==> config.mk <==
export PLATFORM = sky130hd
export DESIGN_NAME = hbp_host_port
export DESIGN_NICKNAME = d
export VERILOG_FILES = /design/src/core/hbp_pkg.sv /design/src/core/hbp_host_port.sv
export SDC_FILE = /design/constraint.sdc
export NUM_CORES = 1
export LEC_CHECK = 0
export BUFFER_PORTS_ARGS = -buffer_cell sky130_fd_sc_hd__clkbuf_2
export CAP_MARGIN = 20
export CORE_UTILIZATION = 23
export DETAILED_ROUTE_END_ITERATION = 16
export PLACE_DENSITY_LB_ADDON = 0.15
export SLEW_MARGIN = 10
export SYNTH_ARGS = -nofsm -noshare
export SYNTH_HDL_FRONTEND = slang
export SYNTH_SLANG_ARGS = --single-unit
==> constraint.sdc <==
create_clock -name REF_CLK -period 2.4 [get_ports REF_CLK]
set_input_delay 0 -clock REF_CLK [delete_from_list [all_inputs] [get_ports REF_CLK]]
set_output_delay 0 -clock REF_CLK [all_outputs]
set_load 0.01 [all_outputs]
==> src/core/hbp_pkg.sv <==
package hbp_pkg;
  // Register byte offsets over APB (printed offsets are not word multiples)
  localparam int HBP_IDX_STATUS0 = 32'h49;
  localparam int HBP_IDX_STATUS1 = 32'h4d;
  localparam logic [11:0] HBP_ADDR_STATUS0 = 12'(HBP_IDX_STATUS0 * 4);
  localparam logic [11:0] HBP_ADDR_STATUS1 = 12'(HBP_IDX_STATUS1 * 4);
  localparam logic [11:0] HBP_ADDR_BUF0 = 12'h120;
  localparam logic [11:0] HBP_ADDR_BUF1 = 12'h130;
  localparam logic [11:0] HBP_ADDR_CTRL = 12'h140;
  localparam logic [11:0] HBP_ADDR_IRQ_STAT = 12'h144;
  localparam logic [11:0] HBP_ADDR_IRQ_MASK = 12'h148;
  // Status field positions
  localparam int HBP_ST_OBF = 0;
  localparam int HBP_ST_IBF = 1;
  localparam int HBP_ST_CMD = 3;
  // Control fields
  localparam int HBP_CTRL_EN = 0;
  localparam int HBP_CTRL_DOUBLE = 1;
  localparam int HBP_CTRL_RWSTYLE = 2;
  // Interrupt status layout: ibf0, obe0, ibf1, obe1
  localparam int HBP_IRQ_IBF0 = 0;
  localparam int HBP_IRQ_OBE0 = 1;
  localparam int HBP_IRQ_IBF1 = 2;
  localparam int HBP_IRQ_OBE1 = 3;
  localparam logic [7:0] HBP_STATUS_RST = 8'h00;
  localparam logic [2:0] HBP_CTRL_RST = 3'h0;
  localparam logic [3:0] HBP_MASK_RST = 4'h0;
endpackage : hbp_pkg

==> src/core/hbp_host_port.sv <==
// Function
// Single mode uses only buffer zero
// Double mode runs both buffers together
// Channel one pins active only double
// Output-full pin mirrors output-full flag
// Input-full pin mirrors input-full flag
// Host holds chip select low per access
// Read: addr high status, low buffer
// Write: addr low data, high command
// Separate strobe decode, float when deselected
// Direction plus enable decode, float deselected
// Capture data at write strobe rise
// Capture sets input-full flag
// Input-full set raises interrupt request
// Address level stored to status bit 3
// Core buffer read clears input-full
// Core buffer write sets output-full
// Host buffer read drives, clears output-full
// Read strobe rise raises output-empty request
// Strobes synchronised, requests one-cycle pulses
//
// The implementer's own choice: register access over APB.
module hbp_host_port (
  input wire logic REF_CLK,
  input wire logic ARST_N,
  input wire logic PSEL,
  input wire logic PENABLE,
  input wire logic PWRITE,
  input wire logic [11:0] PADDR,
  input wire logic [31:0] PWDATA,
  output logic [31:0] PRDATA,
  output logic PREADY,
  output logic PSLVERR,
  input wire logic [1:0] HOST_CHIP_SELECT_N,
  input wire logic HOST_ADDR_LINE,
  input wire logic HOST_RD_N_OR_DIR,
  input wire logic HOST_WR_N_OR_EN,
  input wire logic [7:0] HOST_DATA_IN,
  output logic [7:0] HOST_DATA_OUT,
  output logic HOST_DATA_OE,
  output logic [1:0] OUTPUT_FULL_FLAG,
  output logic [1:0] INPUT_FULL_FLAG,
  output logic [1:0] CH_PIN_FUNC,
  output logic IRQ
);
  import hbp_pkg::*;

  logic [1:0] cs_s1_reg, cs_s2_reg;
  logic a0_s1_reg, a0_s2_reg, rd_s1_reg, rd_s2_reg, wr_s1_reg, wr_s2_reg;
  logic [7:0] d_s1_reg, d_s2_reg;
  logic rd_act_q_reg, wr_act_q_reg;
  logic [1:0] ch_q_reg;
  logic a0_q_reg;
  logic [7:0] in_buf_reg [2];
  logic [7:0] out_buf_reg [2];
  logic [1:0] ibf_reg, obf_reg, cmd_reg;
  logic [2:0] ctrl_reg;
  logic [3:0] irq_stat_reg, irq_mask_reg;
  logic [3:0] ev_pulse;
  logic [1:0] sel_ch;
  logic rd_act, wr_act, host_any;
  logic apb_acc, apb_wr, apb_rd;
  logic [1:0] core_rd_buf, core_wr_buf;

  function automatic logic [7:0] status_byte(input logic ibf, input logic obf,
                                             input logic cmd);
    logic [7:0] s;
    s = HBP_STATUS_RST;
    s[HBP_ST_OBF] = obf;
    s[HBP_ST_IBF] = ibf;
    s[HBP_ST_CMD] = cmd;
    return s;
  endfunction : status_byte

  // Two-stage sync on all host pins
  // strobe synchronisers
  always_ff @(posedge REF_CLK or negedge ARST_N)
  begin
    if (!ARST_N)
    begin
      cs_s1_reg <= 2'h3;
      cs_s2_reg <= 2'h3;
      a0_s1_reg <= 1'b0;
      a0_s2_reg <= 1'b0;
      rd_s1_reg <= 1'b1;
      rd_s2_reg <= 1'b1;
      wr_s1_reg <= 1'b1;
      wr_s2_reg <= 1'b1;
      d_s1_reg <= 8'h00;
      d_s2_reg <= 8'h00;
    end
    else
    begin
      cs_s1_reg <= HOST_CHIP_SELECT_N;
      cs_s2_reg <= cs_s1_reg;
      a0_s1_reg <= HOST_ADDR_LINE;
      a0_s2_reg <= a0_s1_reg;
      rd_s1_reg <= HOST_RD_N_OR_DIR;
      rd_s2_reg <= rd_s1_reg;
      wr_s1_reg <= HOST_WR_N_OR_EN;
      wr_s2_reg <= wr_s1_reg;
      d_s1_reg <= HOST_DATA_IN;
      d_s2_reg <= d_s1_reg;
    end
  end

  // Channel 1 ignored unless double mode and port enabled
  always_comb
  begin
    sel_ch = 2'b00;
    if (ctrl_reg[HBP_CTRL_EN])
    begin
      // single buffer only
      sel_ch[0] = !cs_s2_reg[0];
      // second channel
      // channel one gating
      sel_ch[1] = ctrl_reg[HBP_CTRL_DOUBLE] && !cs_s2_reg[1] && cs_s2_reg[0];
    end
    host_any = |sel_ch;
    if (ctrl_reg[HBP_CTRL_RWSTYLE])
    begin
      // direction plus enable
      rd_act = host_any && wr_s2_reg && rd_s2_reg;
      wr_act = host_any && wr_s2_reg && !rd_s2_reg;
    end
    else
    begin
      // separate strobes
      rd_act = host_any && !rd_s2_reg && wr_s2_reg;
      wr_act = host_any && rd_s2_reg && !wr_s2_reg;
    end
  end

  // Remember selected channel for end-of-strobe events
  always_ff @(posedge REF_CLK or negedge ARST_N)
  begin
    if (!ARST_N)
    begin
      rd_act_q_reg <= 1'b0;
      wr_act_q_reg <= 1'b0;
      ch_q_reg <= 2'b00;
      a0_q_reg <= 1'b0;
    end
    else
    begin
      rd_act_q_reg <= rd_act;
      wr_act_q_reg <= wr_act;
      if (host_any)
      begin
        ch_q_reg <= sel_ch;
        a0_q_reg <= a0_s2_reg;
      end
    end
  end

  // single-cycle event pulses
  always_comb
  begin
    ev_pulse = 4'h0;
    // input-full request
    ev_pulse[HBP_IRQ_IBF0] = wr_act_q_reg && !wr_act && ch_q_reg[0];
    ev_pulse[HBP_IRQ_IBF1] = wr_act_q_reg && !wr_act && ch_q_reg[1];
    // output-empty at read end
    ev_pulse[HBP_IRQ_OBE0] = rd_act_q_reg && !rd_act && ch_q_reg[0] && !a0_q_reg;
    ev_pulse[HBP_IRQ_OBE1] = rd_act_q_reg && !rd_act && ch_q_reg[1] && !a0_q_reg;
  end

  // APB: one setup cycle, ready in access with no wait state
  assign apb_acc = PSEL && PENABLE && PREADY;
  assign apb_wr = apb_acc && PWRITE;
  assign apb_rd = apb_acc && !PWRITE;
  assign core_rd_buf = {apb_rd && PADDR == HBP_ADDR_BUF1, apb_rd && PADDR == HBP_ADDR_BUF0};
  assign core_wr_buf = {apb_wr && PADDR == HBP_ADDR_BUF1, apb_wr && PADDR == HBP_ADDR_BUF0};

  // Per-channel buffers and flags
  always_ff @(posedge REF_CLK or negedge ARST_N)
  begin
    if (!ARST_N)
    begin
      ibf_reg <= 2'b00;
      obf_reg <= 2'b00;
      cmd_reg <= 2'b00;
      for (int i = 0; i < 2; i++)
      begin
        in_buf_reg[i] <= 8'h00;
        out_buf_reg[i] <= 8'h00;
      end
    end
    else
    begin
      for (int i = 0; i < 2; i++)
      begin
        // core read clears
        if (core_rd_buf[i])
          ibf_reg[i] <= 1'b0;
        // core write sets
        if (core_wr_buf[i])
        begin
          out_buf_reg[i] <= PWDATA[7:0];
          obf_reg[i] <= 1'b1;
        end
        // host read clears output-full
        if (rd_act && sel_ch[i] && !a0_s2_reg && !core_wr_buf[i])
          obf_reg[i] <= 1'b0;
        // capture at strobe end; host set wins over core clear
        if (wr_act_q_reg && !wr_act && ch_q_reg[i])
        begin
          in_buf_reg[i] <= d_s2_reg;
          // flag set with capture
          ibf_reg[i] <= 1'b1;
          // command or data
          // address to bit 3
          cmd_reg[i] <= a0_q_reg;
        end
      end
    end
  end

  // Host data bus drive
  always_ff @(posedge REF_CLK or negedge ARST_N)
  begin
    if (!ARST_N)
    begin
      HOST_DATA_OUT <= 8'h00;
      HOST_DATA_OE <= 1'b0;
    end
    else
    begin
      // float when deselected
      HOST_DATA_OE <= rd_act;
      // status or buffer
      if (a0_s2_reg)
        HOST_DATA_OUT <= sel_ch[1] ? status_byte(ibf_reg[1], obf_reg[1], cmd_reg[1])
                                   : status_byte(ibf_reg[0], obf_reg[0], cmd_reg[0]);
      else
        HOST_DATA_OUT <= sel_ch[1] ? out_buf_reg[1] : out_buf_reg[0];
    end
  end

  // Status pins
  always_ff @(posedge REF_CLK or negedge ARST_N)
  begin
    if (!ARST_N)
    begin
      OUTPUT_FULL_FLAG <= 2'b00;
      INPUT_FULL_FLAG <= 2'b00;
      CH_PIN_FUNC <= 2'b00;
    end
    else
    begin
      // output-full mirror
      OUTPUT_FULL_FLAG <= obf_reg;
      // input-full mirror
      INPUT_FULL_FLAG <= ibf_reg;
      // pin function select
      CH_PIN_FUNC <= {ctrl_reg[HBP_CTRL_EN] && ctrl_reg[HBP_CTRL_DOUBLE],
                      ctrl_reg[HBP_CTRL_EN]};
    end
  end

  // Control, interrupt status and mask
  always_ff @(posedge REF_CLK or negedge ARST_N)
  begin
    if (!ARST_N)
    begin
      ctrl_reg <= HBP_CTRL_RST;
      irq_mask_reg <= HBP_MASK_RST;
      irq_stat_reg <= 4'h0;
      IRQ <= 1'b0;
    end
    else
    begin
      if (apb_wr && PADDR == HBP_ADDR_CTRL)
        ctrl_reg <= PWDATA[2:0];
      if (apb_wr && PADDR == HBP_ADDR_IRQ_MASK)
        irq_mask_reg <= PWDATA[3:0];
      // Set beats write-one clear in same cycle
      irq_stat_reg <= (irq_stat_reg & ~((apb_wr && PADDR == HBP_ADDR_IRQ_STAT) ?
                       PWDATA[3:0] : 4'h0)) | ev_pulse;
      IRQ <= |(irq_stat_reg & irq_mask_reg);
    end
  end

  // Read data taken at setup so it stands through access
  // Status sampled one cycle before the access edge
  always_ff @(posedge REF_CLK or negedge ARST_N)
  begin
    if (!ARST_N)
    begin
      PREADY <= 1'b0;
      PSLVERR <= 1'b0;
      PRDATA <= 32'h0;
    end
    else
    begin
      PREADY <= PSEL && !PENABLE;
      PSLVERR <= 1'b0;
      PRDATA <= 32'h0;
      if (PSEL && !PENABLE)
      begin
        case (PADDR)
          HBP_ADDR_STATUS0: PRDATA[7:0] <= status_byte(ibf_reg[0], obf_reg[0], cmd_reg[0]);
          HBP_ADDR_STATUS1: PRDATA[7:0] <= status_byte(ibf_reg[1], obf_reg[1], cmd_reg[1]);
          HBP_ADDR_BUF0: PRDATA[7:0] <= in_buf_reg[0];
          HBP_ADDR_BUF1: PRDATA[7:0] <= in_buf_reg[1];
          HBP_ADDR_CTRL: PRDATA[2:0] <= ctrl_reg;
          HBP_ADDR_IRQ_STAT: PRDATA[3:0] <= irq_stat_reg;
          HBP_ADDR_IRQ_MASK: PRDATA[3:0] <= irq_mask_reg;
          default: PSLVERR <= 1'b1;
        endcase
      end
    end
  end
endmodule : hbp_host_port

==> flow_metrics.tcl, run 1 <==
set metrics [dict create \
    cts_tree "done" \
    drv_cap 0 \
    fin_skew_ps 9.27 \
    antenna_found_initial 0 \
    grt_overflow 0 \
    syn_area_sq_mm 0.00422 \
    final_antenna_net_count 0 \
    pre_cts_ws_ps 287 \
    yosys_register_bits 105 \
    routedWlPerCell_um 14.3 \
    hold_class "in2reg" \
    clkSinkCount 105 \
    pwr_density_cell_mw_per_mm2 646 \
    min_period_ps 1800 \
    crit_chain "and3b_1 > o221a_2 > nor2_1 > buf_4 > mux2_2" \
    grtUsageTotal 0.106 \
    status "completed" \
    rows 49 \
    wl_met2_mm 4.55 \
    reg2regPathDepth 5 \
    cp.arrival_ps 2040 \
    synth_cell_types 44 \
    ios 112 \
    htreeDepth 3 \
    ys_seq_area_frac 0.626 \
    p_leak_nw 2.62 \
    syn-instance-count 306 \
    worstSetupEndpointType "flop" \
    die_y_um 137 \
    drc 0 \
    port_buffers 63 \
    drtIter0Drc 81 \
    yosys_warnings 0 \
    slew_viol_final 0 \
    cts_setup_buffers 0 \
    fin_nets 466 \
    critical-path-max-stage-delay_ps 540 \
    cts-buffers-inserted 9 \
    wl_met1_mm 4.14 \
    start_util 0.235 \
    ys.flop_type "dfrtp_1" \
    routed-via-count 2552 \
    clkTransAtPathRegs_ps 70 \
    ys_top_cells_by_area "dfrtp_1 58%, mux2_2 12%, dfstp_2 5.0%, buf_4 4.3%, mux2i_1 2.8%" \
    crit_type "reg2reg" \
    hold_depth 3 \
    top_layer_used "met4" \
    place_congestion 0.762 \
    die_area_sq_mm 0.0189 \
    clk-insertion-delay-late_ps 350 \
    core_area_sq_mm 0.0180 \
    antenna_cells 0 \
    clock.fmax_mhz 555 \
    async_reset_ff_frac 1.00 \
    drt_wl_total_mm 9.10 \
    place_hpwl_mm 6.52 \
    cts_hold_buf 23 \
    cp_slowest_cell "dfstp_2" \
    cts_root_buf "clkbuf_16" \
    ctsResizeCount 0 \
    cp.required_ps 2640 \
    clk_path_buf_depth 2 \
    dieWidth_um 137 \
    min_period_over_period 0.751 \
    wl_met3_um 300 \
    area_growth_pct 25.7 \
    rsz0062_at_grt "false" \
    grt_pass1_wl_mm 14.5 \
    tns_ps 0 \
    hold_viol_final 0 \
    setup_viol 0 \
    yosysTopAreaCell "dfrtp_1" \
    post_route_cells_drive_above_1_share 0.384 \
    startpoint_type "flop" \
    synth_top_area_share 0.576 \
    first_pass_iters 8 \
    n_fill_cell 1832 \
    cp_max_fo 11 \
    ir_worst_vdd_mv 0.328 \
    grt_max_degree 49 \
    syn_area_per_cell_sq_um 13.8 \
    synth_edf_count 0 \
    grt_pass1_vias 2639 \
    setup_slack_ps 598 \
    via_per_inst 4.00 \
]
[Yosys cell counts, drive strengths merged, types with 2 or more instances]
master    n
dfrtp    97
mux2     46
buf      29
nand2    19
nor2     17
mux2i    12
dfstp     8
inv       6
a21oi     5
nor2b     5
a21o      4
a22oi     4
nand3     4
clkbuf    3
mux4      3
nand2b    3
nand3b    3
nor3b     3
nor4      3
o21ai     3
or4b      3
a221oi    2
a22o      2
and3      2
nor3      2
o2111ai   2
o31ai     2
o32a      2
or2       2
or3b      2
[where the power goes]
| part | total, mW | internal, mW | switching (mW) |
|---|---|---|---|
| Sequential | 1.81 | 1.80 | 0.0118 |
| Clock | 1.43 | 0.746 | 0.689 |
| Combinational | 0.176 | 0.0717 | 0.104 |
[path summary, 6_finish.rpt]
check / endpoint / startpoint / slack, ps
setup / recovery: in_buf_reg[10] / rd_s2_reg / 600
hold / removal: PRDATA[2] / PADDR[7] / 10
setup reg to reg: in_buf_reg[10] / rd_s2_reg / 600
hold reg to reg: d_s2_reg[1] / d_s1_reg[1] / 350
max in group asynchronous: cs_s2_reg[0] / ARST_N / 1490
min in group asynchronous: out_buf_reg[10] / ARST_N / 100
[metrics by stage]
| stage | hold WS [ps] | cells | total power [mW] | cell area [sq um] | util |
|---|---|---|---|---|---|
| 2_1_floorplan | -296 | 329 | 1.92 | 4300 | - |
| 3_3_place_gp | -59.6 | 599 | 2.00 | 4780 | 0.266 |
| 3_5_place_dp | -55.8 | 599 | 2.00 | 4780 | 0.266 |
| 4_1_cts | 2.36 | 638 | 3.49 | 5300 | 0.295 |
| 5_1_grt | 9.87 | 638 | 3.57 | 5300 | 0.295 |
| 6_report | 13.5 | 638 | 3.42 | 5300 | 0.295 |
[cells by family after synthesis]
logic type	Yosys count	synth area share
flip-flops	105	0.626
AND/OR/NAND/NOR	71	0.0968
multiplexers	61	0.167
buffers and inverters	38	0.0558
AO/OA/AOI/OAI	29	0.0514
XOR/XNOR	1	0.00208
other	1	0.000890
[area by class of cell]
type                    count  area (sq um)  area share
inverters                   6          22.5     0.00425
clock buffers              10           239      0.0451
flip-flops and latches    105          2640       0.498
repair buffers             96           636       0.120
multi-input cells         186          1430       0.270
clock inverters             6          47.5     0.00897
well taps                 229           287      0.0541
[placed cells by master, fill, tap and decap left out, types with 2 or more instances in the layout]
cell type	instances
a21o_1	4
a21oi_1	5
a221oi_1	2
a22o_1	2
a22oi_1	4
and3_1	2
buf_4	10
clkbuf_16	9
clkbuf_2	62
clkinv_2	2
conb_1	24
dfrtp_1	97
dfstp_2	8
dlygate4sd3_1	23
inv_1	6
inv_6	2
mux2_2	46
mux2i_1	12
mux4_2	3
nand2_1	19
nand2b_1	3
nand3_1	3
nand3b_1	3
nor2_1	17
nor2b_1	5
nor3_1	2
nor3b_1	2
nor4_1	2
o2111ai_1	2
o21ai_0	3
o31ai_1	2
o32a_1	2
or2_2	2
or3b_2	2
or4b_2	2
[critical path, delay by kind of cell, from the launching register on]
family                 cells  cell delay (ps)
flip-flops                 1              540
buffers and inverters      1              230
AND/OR/NAND/NOR            2              280
multiplexers               1              360
AO/OA/AOI/OAI              1              260
[per-layer routing]
layer,GRT usage,vias to the layer above
li1,-,1221
met1,0.135,1269
met2,0.169,54
met3,0.0272,8
met4,0.0440,0
met5,0,-
Power figures use the tool's default switching activity.
==> run 2, diff against run 1 <==
==> constraint.sdc (replaced) <==
create_clock -name REF_CLK -period 1.72 [get_ports REF_CLK]
set_input_delay 0 -clock REF_CLK [delete_from_list [all_inputs] [get_ports REF_CLK]]
set_output_delay 0 -clock REF_CLK [all_outputs]
set_load 0.01 [all_outputs]
==> flow_metrics.tcl, run 2 (same netlist as run 1, synthesis figures left out) <==
set metrics [dict create \
    clkTransAtPathRegs_ps 70 \
    setup_viol 0 \
    routed-via-count 2686 \
    r2r_slack_ps 20 \
    tns_ps 0 \
    hold_viol_final 0 \
    drt_wl_total_mm 9.48 \
    fin_nets 490 \
    cts_tree "done" \
    layout_common_cells "97 x dfrtp_1, 62 x clkbuf_2, 35 x mux2_2, 28 x buf_4, 24 x conb_1" \
    drv_cap 0 \
    routedWlPerCell_um 14.3 \
    final_antenna_net_count 0 \
    crit_start "rd_s2_reg" \
    place_congestion 0.751 \
    drc 2 \
    grt_pass1_wl_mm 14.7 \
    p_total_mw 4.88 \
    cts-buffers-inserted 9 \
    area_growth_pct 34.2 \
    rsz0062_at_grt "true" \
    crit_type "reg2reg" \
    start_util 0.235 \
    dieWidth_um 137 \
    dp_cells 622 \
    max_slew_margin 0.662 \
    pwr_density_cell_mw_per_mm2 862 \
    violations "design-rule violations" \
    reg2reg_to "in_buf_reg[15]" \
    hold_depth 2 \
    hold_path_end "irq_mask_reg[1]" \
    ios 112 \
    fin_skew_ps 8.20 \
    ir_worst_vdd_mv 0.483 \
    worstSetupEndpointType "flop" \
    switchingPower_mw 1.11 \
    critical-path-max-stage-delay_ps 530 \
    regToRegStartpoint "rd_s2_reg" \
    post_route_cells_drive_above_1_share 0.430 \
    cp.required_ps 1960 \
    grt_max_degree 41 \
    seqPwrFrac 0.518 \
    hold_class "in2reg" \
    first_pass_iters 10 \
    status "finished, violations left" \
    startpoint_type "flop" \
    setup_slack_ps 17.2 \
    crit_chain "and3b_1 > o221a_4 > nor2_4 > buf_12 > mux2_2" \
    clkSinkCount 105 \
    min_from "PWDATA[1]" \
    n_fill_cell 1807 \
    min_period_over_period 0.990 \
    cts_root_buf "clkbuf_16" \
    combPwrFrac 0.057 \
    p_clk_frac 0.426 \
    via_per_inst 4.06 \
    slew_viol_final 0 \
    port_buffers 63 \
    p_leak_nw 2.78 \
    die_y_um 137 \
    clk-insertion-delay-late_ps 360 \
    cp_slowest_cell "dfstp_2" \
    clock.fmax_mhz 587 \
    fin_cells 662 \
    grtUsageTotal 0.108 \
    cp_max_fo 11 \
    die_area_sq_mm 0.0189 \
    clk_path_buf_depth 2 \
    rows 49 \
    place_hpwl_mm 6.74 \
    ff_latch_area_sq_mm 0.00264 \
    drtIter0Drc 73 \
    htreeDepth 3 \
    reg2regPathDepth 5 \
    pre_cts_ws_ps -76.0 \
    grt_overflow 0 \
    final_common_cell "dfrtp_1" \
    antenna_cells 0 \
    tightest_slew_ps 507 \
    p_int_mw 3.77 \
    min_period_ps 1700 \
    cp.arrival_ps 1940 \
    multi_input_area_sq_mm 0.00152 \
    swShare 0.228 \
    antenna_found_initial 0 \
    core_area_sq_mm 0.0180 \
    grt_pass1_vias 2659 \
]
## run 2: cell count changes in the layout (fill, tap and decap cells not counted), sizes merged
cell,previous run,this run
clkinv,3,2
inv,9,7
clkinvlp,0,2
buf,11,35
bufinv,0,1
## run 2: worst max-delay path: cells and delay by family, from the launching register on
family	cells	cell delay [ps]
muxes	1	340
DFF	1	530
and+or+nand+nor	2	300
AOI/OAI and AO/OA	1	270
buffers and inverters	1	150
## run 2: power groups by stage
stage                     sequential, mW  clock [mW]  combinational (mW)
after floorplan                     2.57           0               0.119
after CTS                           2.53        2.16               0.284
after global placement              2.57           0               0.239
final                               2.53        2.08               0.276
after detailed placement            2.57           0               0.242
after global routing                2.53        2.25               0.310
## run 2: per-stage QoR
step                hold slack (ps)  cell area [sq um]  utilization
global route                   39.6               5660        0.315
detailed placement             15.9               5050        0.281
finish                         22.2               5660        0.315
CTS                            20.5               5610        0.312
floorplan                      -296               4350            -
global placement               5.19               5050        0.281
## run 2: area by class of cell
| type | instances | share of cell area |
|---|---|---|
| Clock buffer | 10 | 0.0405 |
| Tap cell | 229 | 0.0506 |
| Timing Repair Buffer | 120 | 0.157 |
| Clock inverter | 6 | 0.0119 |
| Sequential cell | 105 | 0.466 |
| Multi-Input combinational cell | 186 | 0.269 |
| Inverter | 6 | 0.00398 |
## run 2: layer usage
layer  part of all wire  vias up  global-route usage
met5                  0        -                   0
met4              0.023        0              0.0586
met3              0.035       13              0.0202
met2               0.48       62               0.164
met1               0.47     1344               0.144
li1                   -     1267                   -
## run 2: worst max path at each step
| stage | end | slack, ps | cells past startpoint |
|---|---|---|---|
| 2_1_floorplan | out_buf_reg[10] | -60 | 4 |
| 3_3_place_gp | out_buf_reg[8] | -80 | 6 |
| 3_5_place_dp | out_buf_reg[10] | -80 | 6 |
| 4_1_cts | in_buf_reg[9] | 2 | 5 |
| 5_1_grt | in_buf_reg[13] | -40 | 5 |
| 6_report | in_buf_reg[15] | 20 | 5 |
## run 2: what timing repair did
| item | 4_1_cts | 5_1_grt |
|---|---|---|
| hold buffers | 23 | 0 |
| endpoints found under the hold margin | 66 | 0 |
| buffers inserted | 1 | 0 |
| endpoints found under the setup margin | 18 | 22 |
| gates resized for setup | 5 | 12 |
| cloned | 0 | 0 |
